File: src/logic/sarb_pkg.sv
// Package of constants and types for the scanning converter result buffer
package sarb_pkg;
   localparam int unsigned DATA_W        = 8;
   localparam int unsigned CHAN_W        = 3;
   localparam int unsigned NUM_CHAN      = 8;
   localparam int unsigned CONV_CLKS     = 80;
   localparam int unsigned STAT_CLKS     = 8;
   localparam int unsigned STAT_EXT_CLKS = 64;
   localparam int unsigned WR_LEAD_CLKS  = 6;
   localparam int unsigned STARTUP_CLKS  = 800;
   localparam logic [6:0]  PH_W          = 7'h00;
   localparam logic [6:0]  PH_LAST       = 7'(CONV_CLKS - 1);
   localparam logic [6:0]  PH_STAT_END   = 7'(STAT_CLKS);
   localparam logic [6:0]  PH_WRITE      = 7'(CONV_CLKS - 1 - WR_LEAD_CLKS);
   localparam logic [6:0]  PH_STAT_XEND  = 7'(STAT_CLKS + STAT_EXT_CLKS);
   localparam logic [2:0]  CHAN_RESET    = 3'h0;
   localparam logic [7:0]  DATA_RESET    = 8'h00;

   typedef struct packed
   {
      logic       strobe;
      logic [2:0] addr;
   } sarb_addr_type;

   typedef struct packed
   {
      logic [7:0] data;
      logic [7:0] oe;
   } sarb_bus_type;
endpackage

File: src/logic/sarb_ctrl.sv
// Sequencer, result memory and read port of the scanning converter
`timescale 1ns/100ps
module sarb_ctrl
(
   input  wire logic                   sys_clk,
   input  wire logic                   rst,
   input  wire logic                   conv_clk,
   input  wire logic                   addr_latch_strobe,
   input  wire logic                   channel_addr_bit0,
   input  wire logic                   channel_addr_bit1,
   input  wire logic                   channel_addr_bit2,
   input  wire logic                   chip_sel_n,
   input  wire logic [7:0]             sar_result,
   output sarb_pkg::sarb_bus_type      read_data_bus,
   output logic                        status_n,
   output logic [2:0]                  conv_channel
);
   import sarb_pkg::*;

   // ----------------------------------------------------------------
   // Input synchronisers
   // ----------------------------------------------------------------
   logic [5:0] sync1_reg;
   logic [5:0] sync2_reg;
   logic [5:0] sync_next;
   logic       clk_prev_reg;
   logic       clk_prev_next;

   always_comb
   begin
      sync_next = {conv_clk, addr_latch_strobe, chip_sel_n,
                   channel_addr_bit2, channel_addr_bit1, channel_addr_bit0};
      clk_prev_next = sync2_reg[5];
   end

   always_ff @(posedge sys_clk)
   begin
      sync1_reg    <= sync_next;
      sync2_reg    <= sync1_reg;
      clk_prev_reg <= clk_prev_next;
   end

   logic [2:0] addr_in;
   logic       cs_n_s;
   logic       strobe_s;
   logic       clk_rise;
   assign addr_in  = sync2_reg[2:0];
   assign cs_n_s   = sync2_reg[3];
   assign strobe_s = sync2_reg[4];
   assign clk_rise = sync2_reg[5] & ~clk_prev_reg;

   // ----------------------------------------------------------------
   // Address latch
   // ----------------------------------------------------------------
   logic [2:0] addr_reg;
   logic [2:0] addr_next;

   always_comb
   begin
      addr_next = addr_reg;
      if (strobe_s)
      begin
         addr_next = addr_in;
      end
   end

   always_ff @(posedge sys_clk)
   begin
      if (rst)
         addr_reg <= CHAN_RESET;
      else
         addr_reg <= addr_next;
   end

   // ----------------------------------------------------------------
   // Sequencer
   // ----------------------------------------------------------------
   logic [6:0]  phase_reg;
   logic [6:0]  phase_next;
   logic [2:0]  chan_reg;
   logic [2:0]  chan_next;
   logic        stat_reg;
   logic        stat_next;
   logic        cap_en;
   logic        wr_en;
   logic [2:0]  wr_chan_reg;
   logic [2:0]  wr_chan_next;
   logic [7:0]  wr_data_reg;
   logic [7:0]  wr_data_next;
   logic        wr_pend_reg;
   logic        wr_pend_next;

   always_comb
   begin
      phase_next = phase_reg;
      chan_next  = chan_reg;
      stat_next  = stat_reg;
      cap_en     = 1'b0;
      if (clk_rise)
      begin
         if (phase_reg == PH_LAST)
            phase_next = PH_W;
         else
            phase_next = phase_reg + 7'h01;
         if (phase_reg == PH_WRITE)
            cap_en = 1'b1;
         if (phase_reg == PH_LAST)
         begin
            stat_next = 1'b0;
            chan_next = chan_reg - 3'h1;
         end
         if (phase_reg == PH_STAT_END - 7'h01 && wr_chan_reg != 3'h0)
            stat_next = 1'b1;
         if (phase_reg == PH_STAT_XEND - 7'h01)
            stat_next = 1'b1;
      end
   end

   always_ff @(posedge sys_clk)
   begin
      if (rst)
      begin
         phase_reg <= PH_W;
         chan_reg  <= CHAN_RESET;
         stat_reg  <= 1'b1;
      end
      else
      begin
         phase_reg <= phase_next;
         chan_reg  <= chan_next;
         stat_reg  <= stat_next;
      end
   end

   // ----------------------------------------------------------------
   // Write buffer
   // ----------------------------------------------------------------
   // Newest capture wins if a read spans a whole conversion
   always_comb
   begin
      wr_chan_next = wr_chan_reg;
      wr_data_next = wr_data_reg;
      wr_pend_next = wr_pend_reg;
      wr_en        = 1'b0;
      if (wr_pend_reg && cs_n_s)
      begin
         wr_en        = 1'b1;
         wr_pend_next = 1'b0;
      end
      if (cap_en)
      begin
         wr_chan_next = chan_reg;
         wr_data_next = sar_result;
         wr_pend_next = 1'b1;
      end
   end

   always_ff @(posedge sys_clk)
   begin
      if (rst)
      begin
         wr_chan_reg <= CHAN_RESET;
         wr_data_reg <= DATA_RESET;
         wr_pend_reg <= 1'b0;
      end
      else
      begin
         wr_chan_reg <= wr_chan_next;
         wr_data_reg <= wr_data_next;
         wr_pend_reg <= wr_pend_next;
      end
   end

   // ----------------------------------------------------------------
   // Result memory and read port
   // ----------------------------------------------------------------
   logic [7:0] mem_reg [NUM_CHAN];

   genvar g;
   generate
      for (g = 0; g < NUM_CHAN; g++)
      begin : g_mem
         logic [7:0] mem_next;
         always_comb
         begin
            mem_next = mem_reg[g];
            if (wr_en && wr_chan_reg == 3'(g))
               mem_next = wr_data_reg;
         end
         always_ff @(posedge sys_clk)
         begin
            if (rst)
               mem_reg[g] <= DATA_RESET;
            else
               mem_reg[g] <= mem_next;
         end
      end
   endgenerate

   sarb_bus_type bus_reg;
   sarb_bus_type bus_next;

   always_comb
   begin
      bus_next.data = DATA_RESET;
      bus_next.oe   = 8'h00;
      if (!cs_n_s)
      begin
         bus_next.data = mem_reg[addr_reg];
         bus_next.oe   = 8'hFF;
      end
   end

   always_ff @(posedge sys_clk)
   begin
      if (rst)
         bus_reg <= '0;
      else
         bus_reg <= bus_next;
   end

   assign read_data_bus = bus_reg;
   assign status_n      = stat_reg;
   assign conv_channel  = chan_reg;
endmodule

File: config.mk
export PLATFORM = sky130hd
export DESIGN_NAME = sarb_ctrl
export DESIGN_NICKNAME = d
export VERILOG_FILES = /design/src/logic/sarb_pkg.sv /design/src/logic/sarb_ctrl.sv
export SDC_FILE = /design/constraint.sdc
export NUM_CORES = 1
export LEC_CHECK = 0
export BUFFER_PORTS_ARGS = -buffer_cell sky130_fd_sc_hd__buf_2
export CORE_ASPECT_RATIO = 2
export CORE_MARGIN = 2
export CORE_UTILIZATION = 58
export DETAILED_ROUTE_END_ITERATION = 8
export PLACE_DENSITY = 0.77
export RECOVER_POWER = 50
export SLEW_MARGIN = 20
export SYNTH_ARGS = -nofsm -noshare
export SYNTH_HDL_FRONTEND = slang
export SYNTH_SLANG_ARGS = --single-unit
File: constraint.sdc
create_clock -name sys_clk -period 2.05 [get_ports sys_clk]
set_input_delay 0.1025 -clock sys_clk [delete_from_list [all_inputs] [get_ports sys_clk]]
set_output_delay 0.1025 -clock sys_clk [all_outputs]
set_load 0.1 [all_outputs]
==> qor.csv, run 1 <==
metric,value,unit
Via Count,2861,
minimum clock period,1820,ps
DR vias/cell,5.83,
leading area contributor after synthesis,edfxtp_1,
xor-xnor portion of the synthesized cell area,0.378,%
static leakage,1.88,nW
Max Freq,549,MHz
H-Tree Depth,3,
first-pass GRT wire length,14.9,mm
# setup viols final,0,
GRT Total Usage,23.7,%
CTS Sinks,112,
cts bufs inserted,9,
adder-cell area share of the yosys netlist,1.08,%
area share of and/or/nand/nor cells after synthesis,16.5,%
slowest CP cell,clkbuf_1,
largest family of logic cells by synthesized area,simple AND/OR/NAND/NOR gates,
worst slew pin tran,1170,ps
ys async rst share,0,%
total gr overflow,0,
"Top FF cell, synth",edfxtp_1,
synth warn,0,
run status,completed,
footprint of the multi-input gates,1590,µm²
worst r2r src,addr_reg[1],
post_cts resized,0,
WHS Endpoint,wr_data_reg[2],
RSZ-0062 raised after global routing,false,
Crit path required time,2280,ps
fin. max-slew vios,0,
drt pass-1 iters,4,
Rows,46,
largest net degree at the start of global routing,19,
classification of the worst-slack hold path,in2reg,
# fillers,581,
R2R setup slack,230,ps
Clock Pin Slew Worst Setup and Hold Paths,70,ps
CTS Root Cell,clkbuf_16,
worst rel slew slack,22.3,%
Ports,36,
synth top area cells,"edfxtp_1 41%, dfxtp_1 21%, and2_1 8.8%, mux4_2 4.4%, mux4_1 4.0%",
Largest register FFs,64,
Post-DP HPWL,6.52,mm
pre-CTS setup slack,74.8,ps
Mapped Cells,346,
Clock Skews,4.89,ps
Syn Std Cell Area,4640,µm²
initial antenna violation count,0,
top post-synthesis cells by count,"65 x and2_1, 64 x edfxtp_1, 48 x dfxtp_1",
Final #Nets,410,
Synthesized Nets,366,
area grow syn2layout,12.4,%
DRC,0,
Final Util,66.6,%
Starting Density,59.2,%
register area,2880,µm²
Yosys reg bits,112,
wire per inst,18.4,µm
CP endpoint kind,flop,
sequential fraction of the synthesis area,62.2,%
CP max stage delay,700,ps
Worst Min Path Start,sar_result[2],
Max VDD drop,0.571,mV
GP Congestion,0.815,
Final Hold Fails,0,
Die ar.,8770,µm²
multiplexer area fraction after synthesis,9.23,%
Cell variety after synth,42,
CTS tree,built,
Compound-Gate Fraction of Synth Area,7.13,%
area share of the largest cell type after synthesis,41.5,%
syn avg cell area,13.4,µm²
top-count cell post-synth,and2_1,
Placed Cells,467,
total power draw,4.49,mW
vias in the first global route,3008,
"EDFF count, synth",64,
Antenna Nets Post-Route,0,
PwrDens,861,nW/µm²
Die X-Extent,67.2,µm
Die Ht,130,µm
Antenna Cells,0,
post-route setup TNS,0,ps
post-route setup slack,230,ps
I/O Buffers,35,
post-route insts no fill,491,
"Period Utilization, post-route",88.8,%
Setup CP Type,reg2reg,
clock latency on the worst-skew pair,340,ps
Reg-to-Reg End,read_data_bus[13],
r2r worst-path depth,3,
CP Launch Type,flop,
Total Wirelength,9.03,mm
arrival time worst endpoint,2050,ps
CORE AREA,7830,µm²
WHS Path Cells,3,
max_cap viols,0,
worst path cell trace,clkbuf_1 > mux4_1 > a22o_1,
clock buffer depth,2,
layout cells sized above 1,13.7,%
1st-iter DRT viols,151,
Critical Path Fanout Max,17,
## through the flow
stage	instance area, µm²	hold slack (ps)
after floorplan	4640	130
after global placement	4880	206
after detailed placement	4880	206
after CTS	5260	5.46
after global routing	5210	12.7
final	5210	20.0
## where the power goes
part           switching, mW  leakage [nW]  internal (mW)
Combinational          0.212         0.685         0.0922
Clock                  0.731         0.145          0.978
Sequential            0.0340          1.05           2.44
## cell families after synthesis
kind of cell,Yosys count
xor gates and xnor gates,2
AOI/OAI and AO/OA,56
adders and majority gates,4
and+or+nand+nor,125
muxes,20
DFF,112
buffers and inverters,27
## critical path, delay by kind of cell, from the launching register on
family | cells | cell delay (ps)
buffers and inverters | 1 | 700
multiplexers | 1 | 430
flip-flops | 1 | 310
AO/OA/AOI/OAI | 1 | 260
## cells in the final DEF, fill, tap and decap left out, types with 8 or more instances in the layout
| cell type | n |
|---|---|
| a22o_1 | 8 |
| mux4_2 | 9 |
| dlygate4sd3_1 | 8 |
| and2_0 | 18 |
| dfxtp_1 | 48 |
| clkbuf_2 | 8 |
| clkbuf_16 | 9 |
| and2_1 | 47 |
| a21oi_1 | 18 |
| o21ai_0 | 18 |
| nand3_1 | 14 |
| buf_2 | 15 |
| edfxtp_1 | 64 |
| nor2_1 | 16 |
| clkbuf_1 | 20 |
## routing by layer
layer  GRT usage (%)  share of wire (%)
met5               0                  0
met2            42.1                 56
met4            9.36                2.2
met3            4.62                3.8
met1            27.3                 38
## final cells by class
type / instances / share of cell area [%]
inverter: 5 / 0.360
clock inverter: 5 / 1.08
timing repair buffer: 55 / 5.83
tap: 96 / 2.30
clock buffer: 11 / 4.66
sequential: 112 / 55.3
multi-input combinational: 207 / 30.5
## how the worst max path moves through the flow
stage	from	end	slack (ps)	depth (start not counted)
CTS	sync2_reg[3]	mem_reg[6][4]	20	2
global route	addr_reg[0]	read_data_bus[14]	120	3
finish	addr_reg[1]	read_data_bus[13]	230	3
floorplan	conv_channel[0]	conv_channel[2]	230	4
detailed placement	sync2_reg[3]	mem_reg[6][4]	70	2
global placement	sync2_reg[3]	mem_reg[6][6]	210	2
## repair_timing
action / 4_1_cts / 5_1_grt
hold buffers: 8 / 0
hold endpoints to repair: 8 / 0
buffers inserted: 0 / 0
No activity file was read; power rests on OpenSTA's default activity.
==> run 2, diff against run 1 <==
--- a/config.mk
+++ b/config.mk
@@ -6,7 +6,6 @@
 export NUM_CORES = 1
 export LEC_CHECK = 0
 export BUFFER_PORTS_ARGS = -buffer_cell sky130_fd_sc_hd__buf_2
-export CORE_ASPECT_RATIO = 2
 export CORE_MARGIN = 2
 export CORE_UTILIZATION = 58
 export DETAILED_ROUTE_END_ITERATION = 8
==> qor.csv, run 2 (synthesis gave the netlist of run 1 again) <==
metric,value,unit,change
GP Congestion,0.845,,was 0.815
Placed Cells,476,,was 467
Crit path required time,2060,ps,was 2280 ps
Post-DP HPWL,5.84,mm,was 6.52 mm
layout cells sized above 1,14.6,%,was 13.7%
Clock Pin Slew Worst Setup and Hold Paths,100,ps,was 70 ps
CTS Sinks,112,,unchanged
Antenna Nets Post-Route,0,,unchanged
post-route setup slack,232,ps,was 230 ps
clock buffer depth,2,,unchanged
wire per inst,17.5,µm,was 18.4 µm
initial antenna violation count,0,,unchanged
Final #Nets,418,,was 410
Total Wirelength,8.84,mm,was 9.03 mm
drt pass-1 iters,5,,was 4
max_cap viols,0,,unchanged
largest net degree at the start of global routing,22,,was 19
Die Ht,93.4,µm,was 130 µm
DP Area,4910,µm²,was 4880 µm²
GRT Total Usage,21.7,%,was 23.7%
vias in the first global route,2678,,was 3008
Ports,36,,unchanged
Setup CP Type,reg2reg,,unchanged
"Period Utilization, post-route",88.7,%,was 88.8%
CTS Root Cell,clkbuf_8,,was clkbuf_16
CTS tree,built,,unchanged
CP endpoint kind,flop,,unchanged
DR vias/cell,5.66,,was 5.83
static leakage,1.89,nW,was 1.88 nW
Die X-Extent,93.4,µm,was 67.2 µm
pre-CTS setup slack,299,ps,was 74.8 ps
Final Hold Fails,0,,unchanged
Max VDD drop,0.468,mV,was 0.571 mV
total gr overflow,0,,unchanged
worst slew pin tran,1170,ps,about the same
worst rel slew slack,22.0,%,was 22.3%
Clock Skews,13.1,ps,was 4.89 ps
post-route cell area,5210,µm²,about the same
Rows,32,,was 46
# fillers,580,,was 581
CORE AREA,7730,µm²,was 7830 µm²
CP Launch Type,flop,,unchanged
clock latency on the worst-skew pair,370,ps,was 340 ps
arrival time worst endpoint,1830,ps,was 2050 ps
Critical Path Fanout Max,8,,was 17
post-route insts no fill,505,,was 491
Die ar.,8720,µm²,was 8770 µm²
Largest register FFs,64,,unchanged
DRC,0,,unchanged
Via Count,2856,,was 2861
fin. max-slew vios,0,,unchanged
H-Tree Depth,3,,unchanged
post-route setup TNS,0,ps,unchanged
PwrDens,804,nW/µm²,was 861 nW/µm²
total power draw,4.19,mW,was 4.49 mW
minimum clock period,1820,ps,about the same
"commonest cells after routing, fill and taps aside","64 x edfxtp_1, 59 x and2_1, 48 x dfxtp_1",,"was 64 x edfxtp_1, 48 x dfxtp_1, 47 x and2_1"
1st-iter DRT viols,183,,was 151
area grow syn2layout,12.4,%,about the same
I/O Buffers,35,,unchanged
first-pass GRT wire length,14.0,mm,was 14.9 mm
# setup viols final,0,,unchanged
"most common cell after layout, fill and taps aside",edfxtp_1,,unchanged
Starting Density,60.0,%,was 59.2%
cts bufs inserted,9,,unchanged
run status,completed,,unchanged
Max Freq,550,MHz,was 549 MHz
classification of the worst-slack hold path,in2reg,,unchanged
Antenna Cells,0,,unchanged
RSZ-0062 raised after global routing,false,,unchanged
==> run 2: cell types whose count changed in the layout (fill, tap and decap cells not counted), moves of 3 or more <==
| cell | previous run | this run |
|---|---|---|
| clkbuf_16 | 9 | 0 |
| and2_1 | 47 | 59 |
| buf_2 | 15 | 19 |
| and2_0 | 18 | 6 |
| clkbuf_2 | 8 | 4 |
| o21ai_0 | 18 | 21 |
| o21ai_1 | 5 | 2 |
| inv_8 | 0 | 3 |
| clkbuf_8 | 1 | 9 |
| dlygate4sd3_1 | 8 | 13 |
==> run 2: worst paths after layout <==
path                                     start             end  slack (ps)  depth (start not counted)
worst max-delay path            wr_chan_reg[0]   mem_reg[3][0]         230                          4
worst min-delay path             sar_result[5]  wr_data_reg[5]          20                          3
worst max register to register  wr_chan_reg[0]   mem_reg[3][0]         230                          4
worst min register to register    sync1_reg[0]    sync2_reg[0]         340                          0
==> run 2: power by group <==
group	internal (mW)	total, mW	switching [mW]
combinational	0.103	0.320	0.218
clock	0.605	1.40	0.795
sequential	2.44	2.47	0.0302
==> run 2: area by class of cell <==
| class | instances | area, µm² | area share, % |
|---|---|---|---|
| inverters | 5 | 18.8 | 0.360 |
| clock buffers | 9 | 124 | 2.38 |
| clock inverters | 7 | 96.3 | 1.85 |
| multi-input cells | 207 | 1590 | 30.6 |
| well taps | 102 | 128 | 2.45 |
| flip-flops and latches | 112 | 2880 | 55.3 |
| repair buffers | 63 | 369 | 7.08 |
==> run 2: timing repair <==
item / 4_1_cts / 5_1_grt
setup buffers: 0 / 0
hold endpoints to repair: 13 / 0
gates resized for setup: 0 / 0
hold buffers: 13 / 0
==> run 2: worst max-delay path: stages, from the launching register on <==
cell	delay, ps
dfxtp_1	360
clkbuf_1	280
nand2_1	170
o21ai_0	180
clkbuf_1	480
==> run 2: through the flow <==
stage	util, %	hold slack [ps]
after CTS	68.1	4.29
after global placement	63.5	204
after detailed placement	63.5	206
after floorplan	-	130
final	67.4	24.5
after global routing	67.4	41.8
==> run 2: per-layer routing <==
metal | track usage [%] | share of wire [%] | vias up
met2 | 35.0 | 50 | 95
met5 | 0 | 0 | -
met4 | 8.70 | 1.8 | 0
li1 | - | - | 1381
met3 | 2.98 | 4.8 | 13
met1 | 30.1 | 44 | 1367
